`config.mk`:
```
export PLATFORM = sky130hd
export DESIGN_NAME = gpm_top
export DESIGN_NICKNAME = d
export VERILOG_FILES = /design/src/rtl/gpm_pkg.sv /design/src/rtl/gpm_pin_cell.sv /design/src/rtl/gpm_top.sv
export VERILOG_INCLUDE_DIRS = /design/src /design/src/rtl
export SDC_FILE = /design/constraint.sdc
export NUM_CORES = 1
export LEC_CHECK = 0
export BUFFER_PORTS_ARGS = -buffer_cell sky130_fd_sc_hd__buf_2
export CAP_MARGIN = 10
export CORE_ASPECT_RATIO = 1.4
export CORE_MARGIN = 2
export CORE_UTILIZATION = 56
export DETAILED_ROUTE_END_ITERATION = 16
export PLACE_DENSITY = 0.89
export SETUP_SLACK_MARGIN = 0.15
export SLEW_MARGIN = 5
export SYNTH_ARGS = -nofsm -noshare
export SYNTH_HDL_FRONTEND = slang
export SYNTH_HIERARCHICAL = 1
export SYNTH_SLANG_ARGS = --single-unit
export TNS_END_PERCENT = 5
```
`constraint.sdc`:
```
create_clock -name mclk -period 5.7 [get_ports mclk]
set_clock_uncertainty 0.05 [all_clocks]
set_input_delay 0.855 -clock mclk [delete_from_list [all_inputs] [get_ports mclk]]
set_output_delay 0.855 -clock mclk [all_outputs]
set_load 0.02 [all_outputs]
```
`src/rtl/gpm_regs.svh`:
```
// Notes on behaviour
// - four-bit mode field per pin, two registers per port
// - all mode fields reset to floating input
// - analog mode; input data reads one
// - modes 1/5 drive output data push-pull/open-drain
// - mode 8 pulls by output data bit
// - mode 9 drives peripheral value push-pull
// - mode D drives peripheral value open-drain
// - mode B is SPI master clock output
// - reset forces boot select pin pulled up
// - JTAG forces reset, data-in, mode-select pulled up
// - JTAG forces test data out push-pull
// - serial-wire debugger owns the data pin direction
// - timer B channels on A0-3 or B1-4
// - open-drain one floats; push-pull one sources
// - output modes: no pulls, input stays readable
`ifndef GPM_REGS_SVH
`define GPM_REGS_SVH

// ----------------------------------------------------------------
// register map (byte addresses)
// ----------------------------------------------------------------
`define GPM_PA_MODE_LO_OFF 16'hB000
`define GPM_PA_MODE_HI_OFF 16'hB004
`define GPM_PB_MODE_LO_OFF 16'hB400
`define GPM_PB_MODE_HI_OFF 16'hB404
`define GPM_PC_MODE_LO_OFF 16'hB800
`define GPM_PC_MODE_HI_OFF 16'hB804
`define GPM_CTRL_OFF       16'hBC40
`define GPM_STAT_OFF       16'hBC44

// ----------------------------------------------------------------
// fields and reset values
// ----------------------------------------------------------------
`define GPM_MODE_RST       16'h4444
`define GPM_MODE_W         4
`define GPM_FIELDS_PER_REG 4
`define GPM_CTRL_REMAP_BIT 0
`define GPM_STAT_JTAG_BIT  0
`define GPM_STAT_SWD_BIT   1
`define GPM_STAT_REMAP_BIT 2
// pad control {out, oe, pu, pd, ana} while reset is held
`define GPM_PAD_BOOT_RST   5'b00100
`define GPM_PAD_IDLE       5'b00000

// ----------------------------------------------------------------
// pin indices: port a 0-7, port b 8-15, port c 16-23
// ----------------------------------------------------------------
`define GPM_PIN_BOOT       5
`define GPM_PIN_TRST       16
`define GPM_PIN_TDO        18
`define GPM_PIN_TDI        19
`define GPM_PIN_TMS        20
`define GPM_PIN_SWDIO      20
`define GPM_PIN_A0         5'h00
`define GPM_PIN_A1         5'h01
`define GPM_PIN_A2         5'h02
`define GPM_PIN_A3         5'h03
`define GPM_PIN_B1         5'h09
`define GPM_PIN_B2         5'h0A
`define GPM_PIN_B3         5'h0B
`define GPM_PIN_B4         5'h0C

`endif

```
`src/rtl/gpm_pkg.sv`:
```
package gpm_pkg;

  // pin mode encodings held in each four-bit field
  typedef enum logic [3:0] {
    GPM_MODE_ANALOG   = 4'h0,
    GPM_MODE_OUT_PP   = 4'h1,
    GPM_MODE_FLOAT    = 4'h4,
    GPM_MODE_OUT_OD   = 4'h5,
    GPM_MODE_PULLED   = 4'h8,
    GPM_MODE_ALT_PP   = 4'h9,
    GPM_MODE_ALT_SCLK = 4'hB,
    GPM_MODE_ALT_OD   = 4'hD
  } gpm_mode_t;

  // pad control for one pin
  typedef struct packed {
    logic out;   // level driven while oe is high
    logic oe;    // output driver enabled
    logic pu;    // pull-up resistor enabled
    logic pd;    // pull-down resistor enabled
    logic ana;   // analog: digital input path cut off
  } gpm_pad_ctl_t;

  // debug port request from the debug logic
  typedef struct packed {
    logic jtag;      // jtag debug mode active
    logic swd;       // serial-wire debug mode active
    logic swd_drive; // debugger drives the serial-wire data pin
    logic swd_out;   // serial-wire data level
    logic tdo;       // test data out level
  } gpm_dbg_t;

endpackage

```
`src/rtl/gpm_pin_cell.sv`:
```
`timescale 1ns/100ps
module gpm_pin_cell (
  input  wire gpm_pkg::gpm_mode_t    mode,
  input  wire logic                  out_data,
  input  wire logic                  alt_data,
  output      gpm_pkg::gpm_pad_ctl_t ctl
);
  import gpm_pkg::*;

  // ----------------------------------------------------------------
  // mode decode, purely combinational
  // ----------------------------------------------------------------
  // open-drain never drives high: the driver is simply released
  always_comb begin
    ctl = '0;
    unique case (mode)
      GPM_MODE_ANALOG: begin
        ctl.ana = 1'b1;
      end
      GPM_MODE_OUT_PP: begin
        ctl.oe  = 1'b1;
        ctl.out = out_data;
      end
      GPM_MODE_FLOAT: begin
        ctl = '0;
      end
      GPM_MODE_OUT_OD: begin
        ctl.oe  = ~out_data;
        ctl.out = 1'b0;
      end
      GPM_MODE_PULLED: begin
        ctl.pu = out_data;
        ctl.pd = ~out_data;
      end
      GPM_MODE_ALT_PP, GPM_MODE_ALT_SCLK: begin
        ctl.oe  = 1'b1;
        ctl.out = alt_data;
      end
      GPM_MODE_ALT_OD: begin
        ctl.oe  = ~alt_data;
        ctl.out = 1'b0;
      end
      default: begin
        ctl = '0;
      end
    endcase
  end

endmodule

```
`src/rtl/gpm_top.sv`:
```
// The APB interface to the registers is this design's own decision.
`timescale 1ns/100ps
`include "gpm_regs.svh"
module gpm_top #(
  parameter int ADDR_W   = 16,
  parameter int NUM_PINS = 24,
  parameter int NUM_CH   = 4
) (
  input  wire logic                  mclk,
  input  wire logic                  sys_rst,
  // apb slave
  input  wire logic                  psel,
  input  wire logic                  penable,
  input  wire logic                  pwrite,
  input  wire logic [ADDR_W-1:0]     paddr,
  input  wire logic [31:0]           pwdata,
  output      logic [31:0]           prdata_q,
  output      logic                  pready_q,
  output      logic                  pslverr_q,
  // port output data register held outside this block; input data is registered here
  input  wire logic [NUM_PINS-1:0]   port_output_data,
  output      logic [NUM_PINS-1:0]   port_input_data_q,
  // peripheral alternate outputs, one per pin
  input  wire logic [NUM_PINS-1:0]   periph_alt_out,
  // timer b channels
  input  wire logic [NUM_CH-1:0]     timer_b_out,
  input  wire logic [NUM_CH-1:0]     timer_b_out_en,
  output      logic [NUM_CH-1:0]     timer_b_capture_q,
  // debug port
  input  wire gpm_pkg::gpm_dbg_t     dbg,
  // pads
  input  wire logic [NUM_PINS-1:0]   pad_in,
  output      gpm_pkg::gpm_pad_ctl_t pad_ctl_q [NUM_PINS]
);
  import gpm_pkg::*;

  localparam int NUM_REGS = NUM_PINS / `GPM_FIELDS_PER_REG;

  // ----------------------------------------------------------------
  // state
  // ----------------------------------------------------------------
  logic [15:0]         cfg_q [NUM_REGS];
  logic                remap_q;
  logic                wr_go;
  logic                rd_go;
  logic [31:0]         rd_data;
  logic                rd_err;
  logic [2:0]          cfg_idx;
  logic                cfg_hit;
  logic [NUM_PINS-1:0] in_view;
  logic [NUM_PINS-1:0] tmr_sel;
  logic [NUM_PINS-1:0] tmr_val;
  logic [NUM_CH-1:0]   cap_d;

  // default and remapped pins of each timer channel, channel 1 first
  localparam logic [4:0] PIN_DEF [4] = '{`GPM_PIN_A0, `GPM_PIN_A3, `GPM_PIN_A1, `GPM_PIN_A2};
  localparam logic [4:0] PIN_RMP [4] = '{`GPM_PIN_B1, `GPM_PIN_B2, `GPM_PIN_B3, `GPM_PIN_B4};

  // ----------------------------------------------------------------
  // apb decode
  // ----------------------------------------------------------------
  // one wait state: the first access cycle prepares the answer,
  // the second carries pready, and a write lands on that edge
  assign rd_go = psel & penable & ~pready_q;
  assign wr_go = psel & penable & pready_q & pwrite;

  // map an address onto one of the six mode registers
  always_comb begin
    cfg_hit = 1'b1;
    cfg_idx = 3'h0;
    unique case (paddr)
      `GPM_PA_MODE_LO_OFF: cfg_idx = 3'h0;
      `GPM_PA_MODE_HI_OFF: cfg_idx = 3'h1;
      `GPM_PB_MODE_LO_OFF: cfg_idx = 3'h2;
      `GPM_PB_MODE_HI_OFF: cfg_idx = 3'h3;
      `GPM_PC_MODE_LO_OFF: cfg_idx = 3'h4;
      `GPM_PC_MODE_HI_OFF: cfg_idx = 3'h5;
      default: begin
        cfg_hit = 1'b0;
      end
    endcase
  end

  // read mux; reserved upper bits read as zero
  always_comb begin
    rd_data = 32'h0000_0000;
    rd_err  = 1'b0;
    if (cfg_hit) begin
      rd_data[15:0] = cfg_q[cfg_idx];
    end else if (paddr == `GPM_CTRL_OFF) begin
      rd_data[`GPM_CTRL_REMAP_BIT] = remap_q;
    end else if (paddr == `GPM_STAT_OFF) begin
      rd_data[`GPM_STAT_JTAG_BIT]  = dbg.jtag;
      rd_data[`GPM_STAT_SWD_BIT]   = dbg.swd;
      rd_data[`GPM_STAT_REMAP_BIT] = remap_q;
    end else begin
      rd_err = 1'b1;
    end
  end

  // ----------------------------------------------------------------
  // apb answer
  // ----------------------------------------------------------------
  // answer flops; an unmapped address errors and reads zero
  always_ff @(posedge mclk) begin
    if (sys_rst) begin
      pready_q  <= 1'b0;
      pslverr_q <= 1'b0;
      prdata_q  <= 32'h0000_0000;
    end else begin
      pready_q  <= rd_go;
      pslverr_q <= rd_go & rd_err;
      if (rd_go & ~pwrite) begin
        prdata_q <= rd_data;
      end else begin
        prdata_q <= 32'h0000_0000;
      end
    end
  end

  // ----------------------------------------------------------------
  // mode registers
  // ----------------------------------------------------------------
  // only the low half is stored; any code is kept as written
  always_ff @(posedge mclk) begin
    if (sys_rst) begin
      for (int r = 0; r < NUM_REGS; r++) begin
        cfg_q[r] <= `GPM_MODE_RST;
      end
    end else if (wr_go && cfg_hit) begin
      cfg_q[cfg_idx] <= pwdata[15:0];
    end
  end

  // control register: timer b placement
  always_ff @(posedge mclk) begin
    if (sys_rst) begin
      remap_q <= 1'b0;
    end else if (wr_go && paddr == `GPM_CTRL_OFF) begin
      remap_q <= pwdata[`GPM_CTRL_REMAP_BIT];
    end
  end

  // ----------------------------------------------------------------
  // timer b routing
  // ----------------------------------------------------------------
  // each channel claims one pin; capture and output follow the same pin
  always_comb begin
    tmr_sel = '0;
    tmr_val = '0;
    cap_d   = '0;
    for (int c = 0; c < NUM_CH; c++) begin
      if (remap_q) begin
        tmr_sel[PIN_RMP[c]] = timer_b_out_en[c];
        tmr_val[PIN_RMP[c]] = timer_b_out[c];
        cap_d[c]            = in_view[PIN_RMP[c]];
      end else begin
        tmr_sel[PIN_DEF[c]] = timer_b_out_en[c];
        tmr_val[PIN_DEF[c]] = timer_b_out[c];
        cap_d[c]            = in_view[PIN_DEF[c]];
      end
    end
  end

  // capture inputs seen by the timer, one cycle behind the pad
  always_ff @(posedge mclk) begin
    if (sys_rst) begin
      timer_b_capture_q <= '0;
    end else begin
      timer_b_capture_q <= cap_d;
    end
  end

  // ----------------------------------------------------------------
  // per-pin mode, overrides and pad flops
  // ----------------------------------------------------------------
  for (genvar i = 0; i < NUM_PINS; i++) begin : g_pin
    gpm_mode_t    eff_mode;
    logic         eff_out;
    logic         eff_alt;
    gpm_pad_ctl_t ctl_d;
    // field position of this pin inside its mode register
    localparam int REG_IX = i / `GPM_FIELDS_PER_REG;
    localparam int FLD_LO = (i % `GPM_FIELDS_PER_REG) * `GPM_MODE_W;

    // the input path stays live in every digital mode; analog reads one
    assign in_view[i] = pad_ctl_q[i].ana ? 1'b1 : pad_in[i];

    // debug overrides replace the stored mode without touching it
    always_comb begin
      eff_mode = gpm_mode_t'(cfg_q[REG_IX][FLD_LO +: `GPM_MODE_W]);
      eff_out  = port_output_data[i];
      eff_alt  = tmr_sel[i] ? tmr_val[i] : periph_alt_out[i];
      if (dbg.jtag && (i == `GPM_PIN_TRST || i == `GPM_PIN_TDI || i == `GPM_PIN_TMS)) begin
        eff_mode = GPM_MODE_PULLED;
        eff_out  = 1'b1;
      end else if (dbg.jtag && i == `GPM_PIN_TDO) begin
        eff_mode = GPM_MODE_ALT_PP;
        eff_alt  = dbg.tdo;
      end else if (dbg.swd && i == `GPM_PIN_SWDIO) begin
        eff_mode = dbg.swd_drive ? GPM_MODE_ALT_PP : GPM_MODE_FLOAT;
        eff_alt  = dbg.swd_out;
      end
    end

    gpm_pin_cell u_cell (
      .mode     (eff_mode),
      .out_data (eff_out),
      .alt_data (eff_alt),
      .ctl      (ctl_d)
    );

    // pad control flops; during reset every pin floats except the
    // boot select pin, which is held pulled up so the strap reads true
    always_ff @(posedge mclk) begin
      if (sys_rst) begin
        pad_ctl_q[i] <= (i == `GPM_PIN_BOOT) ? `GPM_PAD_BOOT_RST : `GPM_PAD_IDLE;
      end else begin
        pad_ctl_q[i] <= ctl_d;
      end
    end

    // input data as software sees it
    always_ff @(posedge mclk) begin
      if (sys_rst) begin
        port_input_data_q[i] <= 1'b0;
      end else begin
        port_input_data_q[i] <= in_view[i];
      end
    end
  end

endmodule

```
## Word-level counts from Yosys, hierarchy flattened

Memory sizes are Yosys's and may differ from the RTL's.
Cells that the tools add are included.

- Flip-flop bits (word level): 183
- Latch bits: 0
- Bits in writable memories: 96
- Bits in read-only memories: 0
- Input port bits: 138
- Output and inout port bits: 182
- Logic and storage cells: 594
- Memories: 1

- Add/sub/neg operators: 0
- Multiply operators: 0
- Div/mod/pow operators: 0
- $lt $le $gt $ge: 0
- Equal/unequal tests: 152
- Shift-type cells: 0
- Muxes and demuxes: 130
- Bitwise gates (word level): 82
- Reduce and logical (&&, ||, !) cells: 78

Memory list:

| memory | depth | width | read ports | clocked after Yosys merged registers in | write ports | RTL line | RTL |
|---|---|---|---|---|---|---|---|
| cfg_q | 6 | 16 | 7 | 0 | 6 | gpm_top.sv:42 | `logic [15:0] cfg_q [NUM_REGS];` |

Operators with widths:

| kind | count |
|---|---|
| equality test 4 bit (second input constant) | 96 |
| one-hot mux 2 bit (4 select lines) | 24 |
| equality test 16 bit (second input constant) | 8 |
| OR reduction 2 bit | 49 |
| equality test 4 x 1 -> 1 bit (second input constant) | 24 |
| equality test 4 x 3 -> 1 bit (second input constant) | 24 |
| logical NOT 4 bit | 24 |
| two-way mux 1 bit | 93 |
| NOT 1 bit | 76 |
| two-way mux 4 bit | 6 |
| two-way mux 16 bit | 1 |
| OR reduction 16 bit | 1 |
| one-hot mux 3 bit (5 select lines) | 1 |
| two-way mux 3 bit | 3 |
| AND 1 bit | 6 |
| OR reduction 6 bit | 1 |
| two-way mux 2 bit | 2 |
| OR reduction 3 bit | 1 |
| logical AND 1 bit | 2 |

## Depth between registers and ports, before layout

Gate-level depths: netlist of run 1.

- Depth after elaboration: 9
- Gate-level depth with buffers: 8
- Depth with buffers taken out: 5

## Hierarchy

Netlist of run 1, hierarchy kept.

By module, submodules not included:

| module | times used | cells each | area an instance (um^2) | sequential area each (um^2) |
|---|---|---|---|---|
| gpm_top | 1 | 766 | 9,449.1 | 6,226.0 |
| gpm_pin_cell (g_pin[0].u_cell ...) | 20 | 12 | 92.6 | 0.0 |
| gpm_pin_cell (g_pin[6].u_cell ...) | 4 | 13 | 81.3 | 0.0 |

## Worst setup path before layout of run 1

OpenSTA, ideal clock, no wires.

- Path type: in2reg
- Start point: in paddr[4]
- End point: mem cfg_q[2][0] (enable)
- Library setup time: 0.334 ns
- Arrival time: 3.000 ns
- Data required time: 5.316 ns
- Path slack: 2.316 ns
- Stages on the path: 7
- Path buffers: 2
- Cells stage by stage: or4b_1 > or4_1 > buf_4 > nor4_4 > buf_6 > and3b_4 > or2_2

RTL lines:

| element | RTL line | RTL |
|---|---|---|
| start, declared | gpm_top.sv:15 | `input wire logic [ADDR_W-1:0] paddr,` |
| end, declared | gpm_top.sv:42 |  |

==> flow_metrics.py, run 1 <==
metrics = {
    "critical_path": {
        "endpoint_kind": "register",
        "r2r_setup_slack_ns": 3.34,
        "crit_path_max_fanout": 21,
        "arrival_ns": 3.65,
        "worstSetupPathType": "in2reg",
        "cp-start-kind": "input port",
        "worst_ep_required_time_ns": 5.83,
    },
    "routing": {
        "drt-total-wl_um": 29630,
        "drt-pass1-iter-count": 9,
        "drt_iter0_drc": 879,
        "drcViolationCount": 0,
        "wl_per_cell_um": 18.42,
        "vias": 9040,
        "viasPerCell": 5.618,
        "ant_nets": 0,
    },
    "final_layout": {
        "final_nets": 1475,
        "drive_above_1_share": 0.3636,
        "antenna_cells": 0,
        "n_fill_cell": 1501,
        "syn_to_final_growth_pct": 20.37,
        "final_area_mm2": 0.01399,
    },
    "floorplan": {
        "fp.dieW_um": 125.8,
        "initial_core_util": 0.5677,
        "coreArea_mm2": 0.02048,
        "ios": 320,
        "dieArea_mm2": 0.02195,
        "die_height_um": 174.5,
        "num_rows": 62,
    },
    "timing": {
        "fmax_mhz": 283.9,
        "setup_viol": 0,
        "fin_crit_ns": 3.522,
        "min_period_over_period": 0.6179,
        "rsz0062_at_grt": "no",
        "totalNegativeSetupSlack_ns": 0,
        "setup_slack_ns": 2.178,
        "worstMarginPinSlew_ns": 0.9250,
        "relSlewSlack": 0.3810,
        "final-hold-violation-count": 0,
        "hold_ws_ns": 0.4156,
        "final_max_slew_viol_count": 0,
    },
    "synth": {
        "synth_top_cell_area_share": 0.2876,
        "synth-edff-count": 96,
        "synth_cells": 1058,
        "synthArstFlopShare": 0,
        "ys.flop_type": "dfxtp_1",
        "ys_seq_area_frac": 0.5355,
        "synth.cell_area_mm2": 0.01163,
        "synthTopCellsByArea": "dfxtp_1 29%, edfxtp_1 25%, nor2b_1 6.9%",
        "yosys_warnings": 6,
        "ys_types": 50,
        "syn_area_per_cell_um2": 10.99,
        "yosysTopAreaCell": "dfxtp_1",
        "yosys_register_bits": 263,
    },
    "power": {
        "p_leak_nw": 6.042,
        "power_frac_comb": 0.074,
        "power.total_mw": 3.992,
        "p_clk_frac": 0.419,
        "p_seq_frac": 0.507,
        "p_per_area_mw_per_mm2": 285.2,
        "p_sw_frac": 0.2253,
        "vdd_drop_max_mv": 0.2224,
        "intPower_mw": 3.092,
        "p_switching_mw": 0.8992,
    },
    "placement": {
        "gp_congestion": 0.8651,
        "io_buffers": 287,
        "dpl_worst_slack_ns": 1.705,
        "dp_hpwl_um": 21720,
        "postPlaceCellArea_mm2": 0.01317,
    },
    "status": {
        "status": "completed",
    },
    "clock_network": {
        "clockBufferDepth": 3,
        "cts_max_level": 1,
        "cts_made_buffers": 25,
        "cts-hold-fix-buffers": 0,
        "cts_root_buffer": "clkbuf_16",
        "clk_latency_ns": 0.52,
        "postCtsResizedCells": 0,
        "cts_setup_buffers": 0,
        "cts.sinks": 263,
        "clk_pin_slew_worst_paths_ns": 0.06,
        "cts_tree": "built",
    },
    "global_routing": {
        "grt_start_max_net_pins": 84,
        "grt_overflow": 0,
        "antenna_found_initial": 0,
        "grt_pass1_vias": 8725,
        "grt_usage": 0.2586,
        "grt_pass1_wl_um": 45300,
    },
    "run": {
        "cap_violations": 0,
    },
    "worst_hold_path": {
        "hold_path_class": "reg2reg",
    },
}
-- stage by stage --
stage          cells  utilization
6_report        1609       0.6833
5_1_grt         1609       0.6833
4_1_cts         1609       0.6833
3_5_place_dp    1566       0.6429
3_3_place_gp    1566       0.6429
2_1_floorplan   1073            -
-- cell type report --
| cell class | instances | area, µm² | area share |
|---|---|---|---|
| Timing Repair Buffer | 291 | 1469 | 0.1050 |
| Sequential cell | 263 | 6226 | 0.4449 |
| Tap cell | 256 | 320.3 | 0.02289 |
| Inverter | 31 | 116.4 | 0.008315 |
| Clock buffer | 35 | 734.5 | 0.05248 |
| Clock inverter | 8 | 93.84 | 0.006705 |
| Multi-Input combinational cell | 725 | 5035 | 0.3598 |
-- synth_stat cells, types with 4 or more instances --
master and n:
dfxtp_1 167, nor2b_1 128, edfxtp_1 96, and2_1 74
nor2_1 65, mux2_2 57, nand2b_1 53, nand2_1 46
inv_1 31, clkbuf_1 28, nor4_1 27, nor3_1 26
a21oi_1 21, and3b_2 21, a211oi_2 20, and2b_2 20
and3_2 20, o32ai_1 20, or3b_1 20, buf_4 17
or2_2 14, a222oi_1 13, mux2i_1 7, buf_6 5
nand3b_1 5, or4b_1 5, a211oi_1 4, o2111a_1 4
o211ai_1 4, o21ai_0 4, or3b_2 4
-- critical path: stages --
cell and delay [ns]:
buf_2 0.10, or4b_1 0.57, or4_1 0.69, nor4_4 0.31, buf_4 0.30, nor3b_4 0.23, buf_4 0.21, or2_2 0.37
-- placed cells by master (no fill, tap or decap), types with 21 or more instances in the layout --
cell type / n
a21oi_1: 21
and2_1: 74
and3b_2: 21
buf_2: 286
clkbuf_16: 26
dfxtp_1: 167
edfxtp_1: 96
inv_1: 31
mux2_2: 57
nand2_1: 46
nand2b_1: 53
nor2_1: 65
nor2b_1: 128
nor3_1: 26
nor4_1: 27
-- registers in the layout, indices dropped and copies added (netlist names) --
register	cells
cfg_q	96
pready_q	1
remap_q	1
pad_ctl_q	120
port_input_data_q	24
prdata_q	16
timer_b_capture_q	4
pslverr_q	1
-- path summary, 6_finish.rpt --
| path | startpoint | end | depth (start not counted) |
|---|---|---|---|
| worst max-delay path | paddr[4] | cfg_q[0][2]$_SDFFCE_PN1P_ | 8 |
| worst min-delay path | pad_ctl_q[85]$_SDFF_PP0_ | port_input_data_q[6]$_SDFF_PP0_ | 2 |
| worst max register to register | pready_q$_SDFF_PP0_ | cfg_q[0][2]$_SDFFCE_PN1P_ | 6 |
| worst min register to register | pad_ctl_q[85]$_SDFF_PP0_ | port_input_data_q[6]$_SDFF_PP0_ | 2 |
-- cell families after synthesis --
kind of cell	synth area share
other	0.0003225
xor gates and xnor gates	0.0007535
muxes	0.06124
AOI/OAI and AO/OA	0.07404
and+or+nand+nor	0.2919
DFF	0.5355
buffers and inverters	0.03627
-- power by group through the flow --
stage,Clock [mW],Combinational [mW],Sequential [mW]
3_5_place_dp,0,0.293,2.06
3_3_place_gp,0,0.283,2.06
4_1_cts,1.69,0.295,2.02
6_report,1.67,0.296,2.02
5_1_grt,1.76,0.320,2.03
2_1_floorplan,0,0.159,2.08
-- routing by layer --
layer,routed length (µm),part of all wire,global-route usage
met5,0,0,0
met3,2113,0.071,0.03324
met1,11480,0.39,0.3212
met4,1210,0.041,0.1049
met2,14820,0.50,0.4550
Note: power is estimated with default switching activity, not from simulation.
==> inputs of run 2 (changes only) <==
CORE_UTILIZATION = 52   (was 56)
PLACE_DENSITY = 0.83   (was 0.89)
clock period = 3.3 ns   (was 5.7 ns; I/O delays follow)
==> run 2 against run 1 <==
Against the previous run: register-to-register slack worse by 2.1 ns; global-route usage decreased by 1.6 points; final cell count increased by 3.6%; worst hold slack got worse by 0.30 ns; critical path type unchanged.
==> flow_metrics.py, run 2 (same netlist as run 1, synthesis figures left out) <==
metrics = {
    "status": {
        "status": "completed",
    },
    "global_routing": {
        "grt_pass1_vias": 8669,
        "antenna_found_initial": 0,
        "grt_start_max_net_pins": 77,
        "grt_overflow": 0,
        "grt_usage": 0.2424,
        "grt_pass1_wl_um": 44630,
    },
    "run": {
        "cap_violations": 0,
    },
    "routing": {
        "drt-total-wl_um": 29350,
        "drt-pass1-iter-count": 6,
        "drcViolationCount": 0,
        "drt_iter0_drc": 748,
        "wl_per_cell_um": 17.61,
        "vias": 8866,
        "ant_nets": 0,
        "viasPerCell": 5.319,
    },
    "critical_path": {
        "r2r-end": "cfg_q[4][5]$_SDFFCE_PN0P_",
        "reg2reg_depth": 5,
        "arrival_ns": 2.87,
        "crit_path_max_fanout": 16,
        "cp_top_family": "simple AND/OR/NAND/NOR gates",
        "cp-start-kind": "input port",
        "crit_chain": "buf_2, or4b_1, or4_1, nor4_4, buf_4, and3b_4, or2_2",
        "worstSetupPathType": "in2reg",
        "worst_ep_required_time_ns": 3.43,
        "endpoint_kind": "register",
        "crit_cells": 7,
        "cp_slowest_cell": "or4b_1",
        "crit_start": "paddr[4]",
        "cp.buffers_inverters": 2,
        "slowest_delay_ns": 0.58,
        "cp-endpoint": "cfg_q[4][5]$_SDFFCE_PN0P_",
        "r2r_setup_slack_ns": 1.20,
        "reg2reg_from": "pready_q$_SDFF_PP0_",
    },
    "clock_network": {
        "postCtsResizedCells": 0,
        "cts-hold-fix-buffers": 0,
        "cts_tree": "built",
        "clk_latency_ns": 0.54,
        "cts_made_buffers": 25,
        "clk_pin_slew_worst_paths_ns": 0.06,
        "clockBufferDepth": 3,
        "cts_setup_buffers": 0,
        "cts_root_buffer": "clkbuf_16",
        "cts.sinks": 263,
        "cts_max_level": 1,
    },
    "power": {
        "p_per_area_mw_per_mm2": 483.5,
        "vdd_drop_max_mv": 0.3430,
        "power_frac_comb": 0.075,
        "p_seq_frac": 0.511,
        "power.total_mw": 6.835,
        "p_leak_nw": 6.100,
        "p_switching_mw": 1.590,
        "intPower_mw": 5.245,
        "p_clk_frac": 0.414,
        "p_sw_frac": 0.2326,
    },
    "final_layout": {
        "layout_common_cells": "286 x buf_2, 167 x dfxtp_1, 128 x nor2b_1, 96 x edfxtp_1, 74 x and2_1",
        "largest-register": "pad_ctl_q",
        "multi_input_area_mm2": 0.005035,
        "instances_no_fill": 1667,
        "final_nets": 1489,
        "final_area_mm2": 0.01414,
        "final_common_cell": "buf_2",
        "regArea_mm2": 0.006226,
        "largest_reg_flops": 120,
        "drive_above_1_share": 0.3708,
        "antenna_cells": 0,
        "n_fill_cell": 1751,
        "syn_to_final_growth_pct": 21.60,
        "reg_top3": "pad_ctl_q (120), cfg_q (96), port_input_data_q (24)",
    },
    "worst_hold_path": {
        "min_from": "pad_in[8]",
        "hold_path_class": "in2reg",
    },
    "floorplan": {
        "initial_core_util": 0.5299,
        "fp.dieW_um": 130.4,
        "die_height_um": 180.9,
        "coreArea_mm2": 0.02194,
        "num_rows": 64,
        "dieArea_mm2": 0.02359,
        "ios": 320,
    },
    "placement": {
        "dp_hpwl_um": 21950,
        "dpl_worst_slack_ns": 0.03910,
        "dp_cells": 1621,
        "postPlaceCellArea_mm2": 0.01332,
        "gp_congestion": 0.9201,
        "io_buffers": 287,
    },
    "timing": {
        "worstMarginPinSlew_ns": 0.8481,
        "totalNegativeSetupSlack_ns": 0,
        "min_period_over_period": 0.8295,
        "final_max_slew_viol_count": 0,
        "final-hold-violation-count": 0,
        "setup_slack_ns": 0.5625,
        "fmax_mhz": 365.3,
        "setup_viol": 0,
        "fin_crit_ns": 2.737,
        "relSlewSlack": 0.4294,
        "rsz0062_at_grt": "no",
    },
}
==> run 2: cell types whose count changed in the layout (fill, tap and decap cells not counted) <==
cell | before | now
inv_4 | 0 | 2
clkbuf_2 | 0 | 1
clkbuf_8 | 5 | 3
buf_4 | 5 | 19
clkbuf_1 | 4 | 5
clkinv_4 | 0 | 2
clkinvlp_4 | 0 | 2
clkinv_2 | 5 | 3
bufinv_16 | 2 | 1
==> run 2: worst min path at each step <==
stage | end | slack (ns) | cells past startpoint
after floorplan | port_input_data_q[13]$_SDFF_PP0_ | 0.50 | 2
after global placement | port_input_data_q[19]$_SDFF_PP0_ | 0.40 | 2
after detailed placement | port_input_data_q[18]$_SDFF_PP0_ | 0.40 | 2
after CTS | port_input_data_q[8]$_SDFF_PP0_ | 0.09 | 3
after global routing | port_input_data_q[8]$_SDFF_PP0_ | 0.11 | 3
final | port_input_data_q[8]$_SDFF_PP0_ | 0.12 | 3
==> run 2: routing by layer <==
metal  vias up  track usage  part of all wire
met5         -            0                 0
met4         0      0.08723             0.034
met3        75      0.03524             0.074
met2       377       0.4310              0.50
met1      4126       0.2955              0.39
li1       4288            -                 -
==> run 2: cell type report <==
| cell class | instances | share of cell area |
|---|---|---|
| Tap cell | 297 | 0.02629 |
| Sequential cell | 263 | 0.4404 |
| Clock inverter | 11 | 0.006992 |
| Clock buffer | 35 | 0.05062 |
| Timing Repair Buffer | 305 | 0.1113 |
| Multi-Input combinational cell | 725 | 0.3561 |
| Inverter | 31 | 0.008231 |
==> run 2: through the flow <==
step | utilization | hold slack [ns]
global placement | 0.6072 | 0.3959
detailed placement | 0.6072 | 0.4006
finish | 0.6443 | 0.1154
floorplan | - | 0.5049
CTS | 0.6443 | 0.09381
global route | 0.6443 | 0.1067
==> run 2: worst register-to-register path, stage by stage (launching register included) <==
cell	delay (ns)
dfxtp_1	0.34
nand4_1	0.23
nor4_4	0.32
buf_4	0.24
and3b_4	0.21
or2_2	0.36
==> run 2: power by group through the flow <==
stage	Combinational [mW]	Clock [mW]	Sequential, mW
floorplan	0.275	0	3.59
global placement	0.496	0	3.56
detailed placement	0.509	0	3.56
CTS	0.511	2.87	3.49
global route	0.553	2.99	3.50
finish	0.511	2.83	3.49
==> inputs of run 3 (changes only) <==
ABC_AREA = 1   (was default)
CORE_UTILIZATION = 48   (was 52)
PLACE_DENSITY = 0.8   (was 0.83)
clock period = 2.3 ns   (was 3.3 ns; I/O delays follow)
==> run 3 against run 2 <==
Against the previous run: sequential share of layout area down 4.5 points; via count up 33%; synthesized cell count grew 60%; largest power group unchanged; highest routed layer is now met5.
==> flow_metrics.py, run 3 <==
metrics = {
    "status": {
        "status": "completed",
    },
    "global_routing": {
        "grt_usage": 0.2502,
        "antenna_found_initial": 5,
        "grt_pass1_vias": 11380,
        "grt_overflow": 0,
        "grt_pass1_wl_um": 55100,
        "grt_start_max_net_pins": 79,
    },
    "synth": {
        "synth.cell_area_mm2": 0.01255,
        "yosys_warnings": 6,
        "synth-edff-count": 96,
        "ys_seq_area_frac": 0.4963,
        "synth_top_cell_area_share": 0.2665,
        "synthArstFlopShare": 0,
        "yosys_register_bits": 263,
        "ys_top_cells_by_count": "371 x nor2_1, 310 x inv_1, 278 x nand2_1",
        "synth_cells": 1693,
        "synth_most_common_cell": "nor2_1",
        "synthTopCellsByArea": "dfxtp_1 27%, edfxtp_1 23%, nor2_1 11%",
        "yosysTopAreaCell": "dfxtp_1",
        "ys.flop_type": "dfxtp_1",
        "ys_types": 36,
        "syn_area_per_cell_um2": 7.410,
    },
    "power": {
        "vdd_drop_max_mv": 0.5473,
        "p_per_area_mw_per_mm2": 640.4,
        "p_leak_nw": 7.665,
    },
    "timing": {
        "final-hold-violation-count": 0,
        "final_max_slew_viol_count": 0,
        "fmax_mhz": 548.3,
        "rsz0062_at_grt": "no",
        "setup_slack_ns": 0.4762,
        "setup_viol": 0,
        "worstMarginPinSlew_ns": 0.7729,
        "relSlewSlack": 0.4847,
        "fin_crit_ns": 1.824,
        "min_period_over_period": 0.7930,
    },
    "routing": {
        "drt-total-wl_um": 35290,
        "wl_per_cell_um": 14.80,
        "viasPerCell": 4.959,
        "drt_iter0_drc": 849,
        "drt-pass1-iter-count": 5,
        "drcViolationCount": 0,
        "vias": 11820,
        "ant_nets": 0,
    },
    "critical_path": {
        "slowest_delay_ns": 0.56,
        "crit_chain": "dlygate4sd3_1, buf_4, nor3_1, nand2_1, nor2_4, nand2_1, a21oi_1",
        "r2r_setup_slack_ns": 0.57,
        "cp_slowest_cell": "dlygate4sd3_1",
        "cp-start-kind": "input port",
        "endpoint_kind": "register",
        "arrival_ns": 2.22,
        "crit_path_max_fanout": 14,
        "reg2reg_depth": 8,
        "worstSetupPathType": "in2reg",
        "crit_top_cell": "nand2_1",
        "worst_ep_required_time_ns": 2.69,
    },
    "final_layout": {
        "layout_common_cells": "370 x nor2_1, 310 x inv_1, 286 x buf_2, 276 x nand2_1, 172 x nand3_1",
        "largest-register": "pad_ctl_q",
        "final_area_mm2": 0.01575,
        "largest_reg_flops": 120,
        "final_common_cell": "nor2_1",
        "drive_above_1_share": 0.2381,
        "syn_to_final_growth_pct": 25.51,
        "multi_input_area_mm2": 0.004786,
        "final_nets": 2173,
        "regArea_mm2": 0.006226,
        "final_util": 0.6074,
        "reg_top3": "pad_ctl_q (120), cfg_q (96), port_input_data_q (24)",
        "n_fill_cell": 2238,
    },
    "clock_network": {
        "cts_max_level": 1,
        "clockBufferDepth": 3,
        "cts_setup_buffers": 0,
        "clk_pin_slew_worst_paths_ns": 0.06,
        "cts_made_buffers": 26,
        "cts.sinks": 263,
        "cts_root_buffer": "clkbuf_16",
        "postCtsResizedCells": 0,
        "clk_latency_ns": 0.55,
        "cts_tree": "built",
    },
    "placement": {
        "io_buffers": 287,
        "dpl_worst_slack_ns": -0.01715,
        "postPlaceCellArea_mm2": 0.01458,
        "dp_hpwl_um": 26600,
        "gp_congestion": 0.9314,
    },
    "floorplan": {
        "initial_core_util": 0.4839,
        "die_height_um": 195.3,
        "coreArea_mm2": 0.02592,
        "num_rows": 70,
        "dieArea_mm2": 0.02746,
        "ios": 320,
        "fp.dieW_um": 140.6,
    },
    "worst_hold_path": {
        "hold_path_class": "in2reg",
        "holdPathStages": 4,
    },
    "run": {
        "cap_violations": 0,
    },
}
-- run 3: changes by cell type in the layout (fill, tap and decap cells not counted), moves of 34 or more --
cell      change
nand2_1     +230
nor2b_1     -128
o21ai_0      +35
nand3_1     +169
nand2_2      +34
and2_1       -74
nor2_1      +305
mux2_2       -57
inv_1       +279
nand2b_1     -53
-- run 3: worst paths after layout --
check | startpoint | endpoint
hold reg to reg | pad_ctl_q[90]$_SDFF_PP0_ | port_input_data_q[5]$_SDFF_PP0_
setup / recovery | sys_rst | prdata_q[4]$_SDFF_PP0_
setup reg to reg | remap_q$_SDFFE_PP0P_ | pad_ctl_q[73]$_SDFF_PP0_
hold / removal | port_output_data[14] | pad_ctl_q[46]$_SDFF_PP0_
-- run 3: area by class of cell --
cell class | instances | share of cell area
clock inverters | 3 | 0.001192
flip-flops and latches | 263 | 0.3954
inverters | 339 | 0.08097
well taps | 324 | 0.02574
multi-input cells | 1043 | 0.3039
repair buffers | 362 | 0.1391
diodes | 6 | 0.0009535
clock buffers | 44 | 0.05276
-- run 3: cells by family after synthesis --
group / synth area share
buffers and inverters: 0.1285
AND/OR/NAND/NOR: 0.3384
other: 0.0002989
AO/OA/AOI/OAI: 0.03580
flip-flops: 0.4963
multiplexers: 0.0007979
-- run 3: what timing repair did --
action,4_1_cts,5_1_grt
endpoints found under the setup margin,0,0
hold buffers,30,0
endpoints found under the hold margin,29,0
-- run 3: power breakdown --
group | leakage (nW) | switching (mW) | total [mW] | internal (mW)
combinational | 4.96 | 0.520 | 0.832 | 0.313
clock | 0.422 | 1.76 | 4.20 | 2.44
sequential | 2.28 | 0.114 | 5.05 | 4.94
-- run 3: routing by layer --
layer,global-route usage,routed length (µm),up-vias
met1,0.2716,12830,5374
li1,-,-,5845
met5,0,14,-
met3,0.04144,2643,104
met2,0.4661,18160,498
met4,0.1237,1642,2
-- run 3: worst max-delay path: cells and delay by family --
kind,cells,cell delay [ns]
AOI/OAI and AO/OA,1,0.21
buffers and inverters,2,0.72
and+or+nand+nor,4,0.94
-- run 3: metrics by stage --
stage	TNS, ns	hold slack, ns	total power, mW	instances
after global placement	0	0.3953	5.906	2301
after floorplan	0	0.3939	5.609	1708
final	0	0.01887	10.08	2384
after global routing	0	0.02782	10.41	2382
after CTS	0	0.004058	10.14	2378
after detailed placement	-0.01715	0.4081	5.936	2301
